### config.mk
export PLATFORM = sky130hd
export DESIGN_NAME = ts_packet_sync_checksum
export DESIGN_NICKNAME = d
export VERILOG_FILES = /design/src/ts_checksum_gen.v /design/src/ts_packet_sync_checksum.v
export VERILOG_INCLUDE_DIRS = /design/src
export SDC_FILE = /design/constraint.sdc
export NUM_CORES = 2
export LEC_CHECK = 0
export ABC_AREA = 1
export BUFFER_PORTS_ARGS = -buffer_cell sky130_fd_sc_hd__buf_2
export CAP_MARGIN = 30
export CELL_PAD_IN_SITES_DETAIL_PLACEMENT = 0
export CELL_PAD_IN_SITES_GLOBAL_PLACEMENT = 1
export CORE_MARGIN = 1.5
export CORE_UTILIZATION = 44
export CTS_CLUSTER_SIZE = 8
export DETAILED_ROUTE_END_ITERATION = 10
export GPL_TIMING_DRIVEN = 0
export PLACE_DENSITY_LB_ADDON = 0.1
export SYNTH_ARGS = -nofsm -noshare
export SYNTH_HDL_FRONTEND = slang
export SYNTH_SLANG_ARGS = --single-unit
### constraint.sdc
create_clock -name clock -period 1.9 [get_ports clock]
set_input_delay 0.095 -clock clock [delete_from_list [all_inputs] [get_ports clock]]
set_output_delay 0.095 -clock clock [all_outputs]
set_load 0.02 [all_outputs]
### src/ts_sync_map.vh
// constants of the transport packet sync/checksum framer
// assumes the includer handles one serial bit per valid strobe
`ifndef TS_SYNC_MAP_VH
`define TS_SYNC_MAP_VH

// packet geometry in bits
`define PKT_BITS        11'd1504
`define PKT_LAST        11'd1503
`define PAY_BITS        11'd1496
`define SYNC_BITS       11'd8

// constant sync value and checksum offset
`define SYNC_BYTE       8'h47
`define CS_OFFSET       8'h67

// sliding history length and the X^1497*b(X) tap positions
`define HIST_LEN        1504
`define TAP_B0          1496
`define TAP_B1          1497
`define TAP_B3          1499
`define TAP_B7          1503

// lock defaults
`define LOCK_COUNT      4'h3
`define MISS_COUNT      4'h3

`endif
### src/ts_checksum_gen.v
// checksum generator: 1/g(X) divider, eight zero shifts, g(X) FIR, offset
// assumes clear and shift are never asserted together by the caller
`timescale 1ns/1ps

`include "ts_sync_map.vh"

module ts_checksum_gen
#(
   parameter [7:0] OFFSET = `CS_OFFSET
)
(
   // clock and reset
   input  wire       clock,
   input  wire       resetn,
   // control
   input  wire       clear,
   input  wire       shift,
   input  wire       dataIn,
   // result, valid once the payload has been absorbed
   output wire [7:0] checksum
);

   reg  [7:0] iirReg;
   reg  [6:0] headReg;
   reg  [2:0] headCnt;
   wire       fbBit;

   // g = 1 + X + X^5 + X^6 + X^8; bit k-1 holds y[n-k]
   assign fbBit = dataIn ^ iirReg[0] ^ iirReg[4] ^ iirReg[5] ^ iirReg[7];

   // zero-input shifts and FIR unrolled, so the byte is ready one bit later
   function [7:0] finish;
      input [7:0] state;
      input [6:0] head;
      reg   [7:0] st;
      reg   [7:0] fir;
      reg   [7:0] res;
      reg         y;
      reg         z;
      integer     i;
      begin
         st  = state;
         fir = 8'h00;
         res = 8'h00;
         for (i = 0; i < 8; i = i + 1)
         begin
            y   = st[0] ^ st[4] ^ st[5] ^ st[7];
            st  = {st[6:0], y};
            z   = y ^ fir[0] ^ fir[4] ^ fir[5] ^ fir[7];
            fir = {fir[6:0], y};
            res = {res[6:0], z};
         end
         // X^1497 b(X) feed-forward still reaches the first seven payload bits
         finish = res ^ OFFSET
                ^ {1'b0, head} ^ {2'b00, head[6:1]} ^ {4'h0, head[6:3]};
      end
   endfunction

   always @(posedge clock or negedge resetn)
   begin
      if (!resetn)
      begin
         iirReg  <= 8'h00;
         headReg <= 7'h00;
         headCnt <= 3'h0;
      end
      else if (clear)
      begin
         iirReg  <= 8'h00;
         headReg <= 7'h00;
         headCnt <= 3'h0;
      end
      else if (shift)
      begin
         iirReg <= {iirReg[6:0], fbBit};
         if (headCnt != 3'h7)
         begin
            headReg <= {headReg[5:0], dataIn};
            headCnt <= headCnt + 3'h1;
         end
      end
   end

   assign checksum = finish(iirReg, headReg);

endmodule // ts_checksum_gen

### src/ts_packet_sync_checksum.v
// transport packet framer: checksum insertion on transmit, sliding-checksum
// packet delineation, error flagging and sync restore on receive
// assumes one bit per valid strobe on each stream and static configuration
// Summary of operation
// - packets are 188 bytes, continuous stream
// - serial bits, most significant bit first
// - encoder replaces sync with checksum of predecessor
// - checksum from feedback divider over 1496 bits
// - divider cleared before each payload
// - eight zero-input shifts yield syndrome bits
// - syndrome bits pass zero-initialised g FIR
// - raw checksum offset by 67
// - checksum sent MSB first after payload
// - sliding checksum finds packet boundaries
// - locked decoder flags missing code word
// - optionally mark preceding packet erroneous on output
// - decoder restores sync byte over checksum
// - syndrome over 187 bytes plus checksum
// - valid exactly when syndrome equals 47
// - syndrome by generator structure, zero offset
// - check matrix: eight shifted copies, zero fill
// - non-transport traffic bypasses framing entirely
`timescale 1ns/1ps

`include "ts_sync_map.vh"

module ts_packet_sync_checksum
#(
   parameter [3:0] LOCK_N = `LOCK_COUNT,
   parameter [3:0] MISS_N = `MISS_COUNT
)
(
   // clock and reset
   input  wire clock,
   input  wire resetn,
   // static configuration
   input  wire bypass,
   input  wire markPrevious,
   // transmit: transport stream in
   input  wire tsData,
   input  wire tsValid,
   input  wire tsStart,
   // transmit: to error-correction layer
   output wire fecData,
   output wire fecValid,
   // receive: from error-correction layer
   input  wire rxData,
   input  wire rxValid,
   // receive: transport stream out
   output wire outData,
   output wire outValid,
   output wire outStart,
   output wire outError,
   output wire packetError,
   output wire locked
);

   localparam [2:0] ST_HUNT    = 3'b001;
   localparam [2:0] ST_CONFIRM = 3'b010;
   localparam [2:0] ST_LOCK    = 3'b100;

   // ---------------- transmit ----------------
   reg  [10:0] encPosReg;
   reg         encAlignedReg;
   reg         csGoodReg;
   reg  [7:0]  csReg;
   reg         fecDataReg;
   reg         fecValidReg;
   wire [10:0] encCur;
   wire        encAligned;
   wire        encSync;
   wire        genClear;
   wire        genShift;
   wire [7:0]  csNow;
   wire        csBit;
   wire        encBit;

   assign encCur     = tsStart ? 11'd0 : encPosReg;
   assign encAligned = encAlignedReg | tsStart;
   assign encSync    = encCur < `SYNC_BITS;
   // clear lands on the first sync bit, after the finished byte was taken
   assign genClear   = tsValid & encAligned & ~bypass & (encCur == 11'd0);
   assign genShift   = tsValid & encAligned & ~bypass & ~encSync;

   ts_checksum_gen
   #(
      .OFFSET   (`CS_OFFSET)
   )
   u_gen
   (
      .clock    (clock),
      .resetn   (resetn),
      .clear    (genClear),
      .shift    (genShift),
      .dataIn   (tsData),
      .checksum (csNow)
   );

   // first bit straight from the generator, the rest from the latch
   assign csBit  = (encCur == 11'd0) ? csNow[7] : csReg[3'd7 - encCur[2:0]];
   // first packet after alignment has no predecessor: its sync goes through
   assign encBit = (!bypass && encAligned && encSync && csGoodReg) ? csBit : tsData;

   always @(posedge clock or negedge resetn)
   begin
      if (!resetn)
      begin
         encPosReg     <= 11'd0;
         encAlignedReg <= 1'b0;
         csGoodReg     <= 1'b0;
         csReg         <= 8'h00;
         fecDataReg    <= 1'b0;
         fecValidReg   <= 1'b0;
      end
      else
      begin
         fecValidReg <= tsValid;
         if (tsValid)
         begin
            fecDataReg <= bypass ? tsData : encBit;
            if (tsStart)
               encAlignedReg <= 1'b1;
            // a start marker out of place discards the running checksum
            if (tsStart && encPosReg != 11'd0)
               csGoodReg <= 1'b0;
            else if (encAligned && encCur == `PKT_LAST)
               csGoodReg <= 1'b1;
            if (encCur == 11'd0)
               csReg <= csNow;
            encPosReg <= (encCur == `PKT_LAST) ? 11'd0 : encCur + 11'd1;
         end
      end
   end

   assign fecData  = fecDataReg;
   assign fecValid = fecValidReg;

   // ---------------- receive ----------------
   reg  [`HIST_LEN-1:0] histReg;
   reg  [6:0]           syndReg;
   reg  [7:0]           divReg;
   reg  [10:0]          posReg;
   reg  [2:0]           stateReg;
   reg  [2:0]           stateNext;
   reg  [3:0]           cntReg;
   reg  [3:0]           cntNext;
   reg                  realign;
   reg                  errPulse;
   reg                  outDataReg;
   reg                  outValidReg;
   reg                  outStartReg;
   reg                  outErrorReg;
   reg                  pktErrReg;
   reg                  packetErrorReg;
   wire                 slideBit;
   wire                 feedBit;
   wire [7:0]           syndrome;
   wire                 match;
   wire                 atBoundary;
   wire                 inSync;
   wire                 restoreBit;

   // taps then 1/g: g divides the numerator, so this is the 1497-bit check column
   // history and divider both start at zero, which keeps the quotient exact
   assign feedBit  = rxData ^ histReg[`TAP_B0] ^ histReg[`TAP_B1]
                   ^ histReg[`TAP_B3] ^ histReg[`TAP_B7];
   assign slideBit = feedBit ^ divReg[0] ^ divReg[4] ^ divReg[5] ^ divReg[7];
   // window of 187 bytes plus checksum, one bit per shifted check column
   assign syndrome = {syndReg, slideBit};
   assign match    = (syndrome == `SYNC_BYTE);
   assign atBoundary = (posReg == `PKT_LAST);
   assign inSync   = (posReg >= `PAY_BITS);
   // PAY_BITS is a multiple of eight, so the low bits index the sync byte
   assign restoreBit = |(`SYNC_BYTE & (8'h80 >> posReg[2:0]));

   always @*
   begin
      stateNext = stateReg;
      cntNext   = cntReg;
      realign   = 1'b0;
      errPulse  = 1'b0;
      case (stateReg)
         ST_HUNT:
         begin
            if (match)
            begin
               realign = 1'b1;
               cntNext = 4'd1;
               stateNext = (LOCK_N <= 4'd1) ? ST_LOCK : ST_CONFIRM;
               if (LOCK_N <= 4'd1)
                  cntNext = 4'd0;
            end
         end
         ST_CONFIRM:
         begin
            if (atBoundary)
            begin
               if (!match)
               begin
                  stateNext = ST_HUNT;
                  cntNext   = 4'd0;
               end
               else if (cntReg + 4'd1 >= LOCK_N)
               begin
                  stateNext = ST_LOCK;
                  cntNext   = 4'd0;
               end
               else
                  cntNext = cntReg + 4'd1;
            end
         end
         ST_LOCK:
         begin
            if (atBoundary)
            begin
               if (match)
                  cntNext = 4'd0;
               else
               begin
                  errPulse = 1'b1;
                  if (cntReg + 4'd1 >= MISS_N)
                  begin
                     stateNext = ST_HUNT;
                     cntNext   = 4'd0;
                  end
                  else
                     cntNext = cntReg + 4'd1;
               end
            end
         end
         default:
         begin
            stateNext = ST_HUNT;
            cntNext   = 4'd0;
         end
      endcase
   end

   always @(posedge clock or negedge resetn)
   begin
      if (!resetn)
      begin
         histReg        <= {`HIST_LEN{1'b0}};
         syndReg        <= 7'h00;
         divReg         <= 8'h00;
         posReg         <= 11'd0;
         stateReg       <= ST_HUNT;
         cntReg         <= 4'd0;
         pktErrReg      <= 1'b0;
         outDataReg     <= 1'b0;
         outValidReg    <= 1'b0;
         outStartReg    <= 1'b0;
         outErrorReg    <= 1'b0;
         packetErrorReg <= 1'b0;
      end
      else if (bypass)
      begin
         // straight through, framing state parked so it restarts cleanly
         outDataReg     <= rxData;
         outValidReg    <= rxValid;
         outStartReg    <= 1'b0;
         outErrorReg    <= 1'b0;
         packetErrorReg <= 1'b0;
         stateReg       <= ST_HUNT;
         cntReg         <= 4'd0;
         pktErrReg      <= 1'b0;
      end
      else
      begin
         outValidReg    <= rxValid;
         outStartReg    <= 1'b0;
         packetErrorReg <= 1'b0;
         if (rxValid)
         begin
            histReg  <= {histReg[`HIST_LEN-2:0], rxData};
            syndReg  <= syndrome[6:0];
            divReg   <= {divReg[6:0], slideBit};
            stateReg <= stateNext;
            cntReg   <= cntNext;
            packetErrorReg <= errPulse;
            // output lags the input one whole packet so the verdict precedes it
            if (stateReg != ST_HUNT && inSync)
               outDataReg <= restoreBit;
            else
               outDataReg <= histReg[`HIST_LEN-1];
            outStartReg <= (stateReg != ST_HUNT) && (posReg == `PAY_BITS);
            outErrorReg <= pktErrReg & markPrevious;
            if (realign || atBoundary)
            begin
               posReg    <= 11'd0;
               pktErrReg <= errPulse;
            end
            else
               posReg <= posReg + 11'd1;
         end
      end
   end

   assign outData     = outDataReg;
   assign outValid    = outValidReg;
   assign outStart    = outStartReg;
   assign outError    = outErrorReg;
   assign packetError = packetErrorReg;
   assign locked      = (stateReg == ST_LOCK);

endmodule // ts_packet_sync_checksum

## Yosys cells after proc, flatten, opt, wreduce, memory -nomap -nowiden

Cells that the tools add are included.

| word-level totals | value |
|---|---|
| flip-flop bits (word level) | 1584 |
| latch bits | 0 |
| bits in writable memories | 0 |
| bits in read-only memories | 0 |
| memories kept | 0 |

| cells by class | value |
|---|---|
| $add $sub $neg | 5 |
| multipliers | 0 |
| div/mod/pow operators | 0 |
| $lt $le $gt $ge | 4 |
| equal/unequal tests | 15 |
| shift operators | 1 |
| muxes and demuxes | 54 |
| bitwise gates (word level) | 60 |
| reduce and logical (&&, ||, !) cells | 25 |

Operators with widths:

| kind | number |
|---|---|
| XOR 1 bit | 48 |
| two-way mux 3 bit | 12 |
| == test 11 bit, second input constant | 3 |
| two-way mux 11 bit | 3 |
| two-way mux 4 bit | 8 |
| two-way mux 1 bit | 23 |
| adder 11 x 1 -> 11 bit, second input constant | 2 |
| two-way mux 7 bit | 3 |
| two-way mux 8 bit | 2 |
| inequality test 3 bit, second input constant | 4 |
| case mux 4 bit (3 select lines) | 1 |
| AND reduction 2 bit | 6 |
| greater-or-equal comparator 11 bit, second input constant | 1 |
| logical NOT 11 bit | 1 |
| < comparator 11 x 4 -> 1 bit, second input constant | 1 |
| nonzero test 11 bit | 1 |
| nonzero test 2 bit | 5 |
| case mux 3 bit (3 select lines) | 1 |
| == test 8 x 7 -> 1 bit, second input constant | 1 |
| >> shifter 8 x 3 -> 7 bit, first input constant | 1 |
| XOR 8 x 4 -> 8 bit | 1 |
| XOR 8 x 6 -> 8 bit | 1 |
| XOR 8 x 7 -> 8 bit | 1 |
| logical AND 1 bit | 7 |
| 21 further kinds | 27 |

## Logic depth before layout (Yosys ltp)

| depth | value |
|---|---|
| depth in word-level cells | 34 |
| depth in mapped cells | 16 |

## Modules after synthesis

Synthesis repeated with hierarchy kept, for this count alone.

| unflattened totals | value |
|---|---|
| cells, all modules | 6877 |
| area total of the unflattened synthesis | 60385.4 µm² |

Modules (own cells, without submodules):

| module | instances | cells an instance | area an instance (µm²) | seq. area each (µm²) |
|---|---|---|---|---|
| ts_packet_sync_checksum | 1 | 6738 | 59294.4 | 39013.7 |
| ts_checksum_gen | 1 | 139 | 1091.0 | 450.4 |

## Worst setup path before layout

No wires, ideal clock.

| timing | value |
|---|---|
| path type | register to register |
| from | register encPosReg[0] |
| to | register encPosReg[10] |
| data arrival time | 1768 ps |
| setup slack | 0 ps |
| cell stages (with the launch flop) | 15 |
| buffers on the path | 0 |
| cells stage by stage | dfrtp_1 inv_1 nor2_1 ha_1 nand3_1 nor2_1 nand2_1 nor2_1 nand2_1 inv_1 nand2_1 nor2_1 a21oi_1 o21ai_0 o21ai_0 |

| between the ends | value |
|---|---|
| cells in the longest elaborated chain, start to end | 3 |
| elaborated cells between the ends (all ways) | 4 |

Ends and longest elaborated chain:

| item | RTL line | source |
|---|---|---|
| from (decl) | ts_packet_sync_checksum.v:63 | `reg [10:0] encPosReg;` |
| from (signal assigned) | ts_packet_sync_checksum.v:130 | `` encPosReg <= (encCur == `PKT_LAST) ? 11'd0 : encCur + 11'd1; `` |
| two-way mux 11 bit (*) | ts_packet_sync_checksum.v:78 | `assign encCur = tsStart ? 11'd0 : encPosReg;` |
| adder 11 x 1 -> 11 bit or == test 11 bit (tied branches) | - |  |
| two-way mux 11 bit (*) | ts_packet_sync_checksum.v:130 |  |

Every way passes the cells marked *; elsewhere a longest branch is shown, timed or not.
A chain may end at the register's enable or synchronous reset.

## Final worst setup path

Same ends and word-level chain as after synthesis.

==> impl_summary.txt <==
----------------------------------------------------
[Status]
  Run status ... finished with violations
  Violations in the final reports ... hold timing, setup timing

[Route]
  Detailed-route wire length per cell ... ~12 um
  Met2 wire length ... around 46000 um
  Amount of wire on met3 after detailed routing ... 3710 um
  Iter 0 DRT Violations ... 3219
  Residual antenna-violating net count after detailed routing ... 0
  # DRC ... 0
  Routed Wire Length ... 105000 um
  Routed metal-1 wire length ... ~53000 um
  Via count ... between 40000 and 50000
  Mean number of vias per cell ... between 4 and 5
  Detailed Routing Iterations Pass 1 ... 8
  Top sig layer ... met4

[Global route]
  Global-route total usage across every layer ... 0.157
  Maximum number of pins on one net before global-route repair ... 160
  Antenna violations before repair ... 2
  Congestion Overflow GR ... 0
  Vias in the first global route ... 40665
  First-pass GRT wire length ... 190000 um

[Floorplanning]
  Initial cell density of the core ... 0.444
  Site Rows ... ~140
  Full die area ... 0.139 sq mm
  Top-level I/O count ... 17
  Die outline width ... 373 um
  Core outline area ... 0.135 sq mm
  Vert. Die Dim ... approximately 370 um

[Timing]
  Clock tree skew after final layout ... 0.0195 ns
  Setup repair after global routing missed its margin ... yes
  Worst hold margin ... -0.786 ns
  Worst-Margin Slew ... between 0.9 and 1 ns
  Aggregate negative setup slack ... -0.0774 ns
  Setup slack of the critical path after layout ... -0.0509 ns
  Number of max-slew violations in the final report ... 0
  Shortest period the worst path allows ... 1.95 ns
  Worst slew slack as a fraction of its limit ... 0.397
  Final count of hold timing violations ... 341
  Final worst-path cycle share ... 1.03
  Maximum operating frequency ... a little over 500 MHz
  Count of endpoints failing setup in the final report ... 3

[Critical path]
  Critical path's largest stage delay ... 0.36 ns
  R2R cell count ... 14
  Cell repeated most along the worst path ... sky130_fd_sc_hd__nand2_1
  Largest fanout of any net on the critical path ... 3
  Critical Path Sink ... encPosReg[10]
  Dominant delay contributor by cell family on the critical path ... simple AND/OR/NAND/NOR gates
  Worst flop-to-flop path endpoint ... encPosReg[10]
  Launching element type of the critical path ... flop
  Arrival time at the worst endpoint ... 2.60 ns
  Startpoint of the most critical setup path ... encPosReg[0]
  Cell breakdown of the critical path ... inv_2 -> nor2_4 -> ha_2 -> nand3_2 -> nor2_2 -> nand2_1 -> nor2_2 -> nand2_1 -> inv_1 -> nand2_1 -> nor2_1 -> a21oi_1 -> o21ai_0 -> o21ai_0
  Type of element capturing the critical path ... flop
  Count of cell instances traversed by the critical path ... 14
  Worst R2R Setup Slack ... -0.05 ns
  Crit path kind ... flop to flop
  Launch point of the worst reg-to-reg path ... encPosReg[0]
  Required time of the worst setup path ... 2.55 ns
  Worst-path cell with the longest stage delay ... sky130_fd_sc_hd__dfrtp_1
  Buffers & Inverters on Critical Path ... 2

[Logic synthesis]
  Yosys warning total ... 0
  Most common cell in the synthesized netlist ... sky130_fd_sc_hd__nand2_1
  Distinct cell type count after synthesis ... 45
  Number of enable-type register cells in the synthesized netlist ... 0
  Synthesized instance count ... 6836
  Commonest cells in the synthesized netlist ... sky130_fd_sc_hd__nand2_1, sky130_fd_sc_hd__dfrtp_1, sky130_fd_sc_hd__clkbuf_1
  Area share of the largest cell type after synthesis ... 0.656
  Dominant register cell in the synthesized netlist ... sky130_fd_sc_hd__dfrtp_1
  Proportion of register bits with asynchronous set or reset after synthesis ... 1.00
  Portion of the post-synthesis area used by sequential elements ... 0.657
  Total standard cell area after synthesis ... ~0.06 sq mm
  Largest cells by area after synthesis ... sky130_fd_sc_hd__dfrtp_1, sky130_fd_sc_hd__nand2_1, sky130_fd_sc_hd__buf_2, sky130_fd_sc_hd__clkbuf_1, sky130_fd_sc_hd__inv_1
  Syn Area/Cell ... 8.79 sq um
  Flops & latches, synth ... 1577
  Post-synth net total ... 6853
  Cell taking the most area after synthesis ... sky130_fd_sc_hd__dfrtp_1

[Hold path]
  Classification of the worst-slack hold path ... primary input to async pin

[Clocking]
  Post-CTS Hold Fix Bufs ... 15
  Num CTS Buffers ... approximately 220
  Clock-pin transition on the worst setup and hold timing paths ... 0.05 ns
  Clock sink total ... 1577
  Clock latency reported for the late side of the worst-skew pair ... 0.80 ns
  Clk Tree Root Cell ... sky130_fd_sc_hd__clkbuf_16
  CTS tree ... yes
  Count of H-tree levels built during CTS ... 4
  Buffer levels on the longest clock path ... 3

[Pwr]
  Leakage power ... 39.4 nW
  Max IR drop VDD ... roughly 0.7 mV
  Design Power ... 70.7 mW
  Power density over the cells ... ~1000 mW/mm^2

[Cells and area]
  Share of layout cells above drive strength 1 ... 0.0690
  Number of fillers in the final layout ... roughly 13000
  Final nets ... 7126
  Area grow syn2layout ... 14.6%
  Utilization after layout ... 0.508
  Design Area, Final ... 0.0689 sq mm
  Antenna Diode Count ... 0
  Number of cells in the finished layout apart from fillers ... 8916

[Placement]
  Cell total after placement ... 8642
  Number of I/O port buffers ... 14
  Detailed Place HPWL ... 58700 um
  Routability-driven placement congestion ratio ... 0.713
  Worst Setup Slack post-DPL ... -1.12 ns
  Placed standard-cell area ... 0.0627 sq mm

[Flow run]
  Reported max-cap violation count ... 0

----------------------------------------------------
[cell usage in the layout, fill, tap and decap left out, drive strengths merged, types with 20 or more instances in the layout]
cell    instances
nand2        4612
dfrtp        1576
clkbuf        396
buf           215
inv            79
o21ai          46
nor2           39
nand3          32
xnor2          21
xor2           20
[layer usage]
metal  vias to the layer above  track usage
met4                         0       0.0500
met5                         -            0
li1                      21091            -
met2                       412        0.244
met1                     19629        0.224
met3                       198       0.0305
[worst min-delay path by stage]
stage,cells past startpoint,from,slack [ns],to
finish,1,resetn,-0.79,histReg[1137]
global route,1,resetn,-0.77,histReg[1137]
CTS,1,resetn,-0.81,histReg[1137]
detailed placement,1,resetn,0.08,histReg[1137]
global placement,1,tsValid,0.22,fecValid
floorplan,0,resetn,-0.20,cntReg[0]
[flip-flops by register name, summed over array words and instances (netlist names), 2 cells and up]
register       flops
stateReg           3
cntReg             4
posReg            11
divReg             2
u_gen.iirReg       8
csReg              8
syndReg            6
u_gen.headReg      7
u_gen.headCnt      3
histReg         1504
encPosReg         11
[cells by family (layout without fill, tap and decap cells)]
kind of cell	after synthesis	count (layout)	synth area share
DFF	1577	1577	0.657
adders and majority gates	8	8	0.00167
and+or+nand+nor	4707	4707	0.297
xor gates and xnor gates	41	41	0.00597
AOI/OAI and AO/OA	86	86	0.00903
buffers and inverters	417	716	0.0296
[repair_timing]
action	CTS	global route
endpoints found under the hold margin	385	335
buffers inserted	3	9
resized for setup	10	20
endpoints found under the setup margin	151	410
cloned	2	2
pin swaps	3	4
[power breakdown]
group | leakage [nW] | switching, mW | internal [mW] | total (mW)
Sequential | 22.0 | 0.259 | 34.0 | 34.2
Combinational | 14.6 | 2.30 | 0.768 | 3.07
Clock | 2.78 | 13.4 | 20.0 | 33.4
Total | 39.4 | 16.0 | 54.7 | 70.7
[cell type report]
| cell class | count | area [sq um] | share of cell area |
|---|---|---|---|
| Timing Repair Buffer | 56 | 743 | 0.0108 |
| Buffer | 343 | 1500 | 0.0218 |
| Inverter | 74 | 288 | 0.00418 |
| Tap cell | 1781 | 2230 | 0.0324 |
| Multi-Input combinational cell | 4842 | 19000 | 0.275 |
| Sequential cell | 1577 | 39500 | 0.573 |
| Clock buffer | 229 | 5480 | 0.0795 |
| Clock inverter | 14 | 211 | 0.00307 |
(Power assumes the default switching activity.)
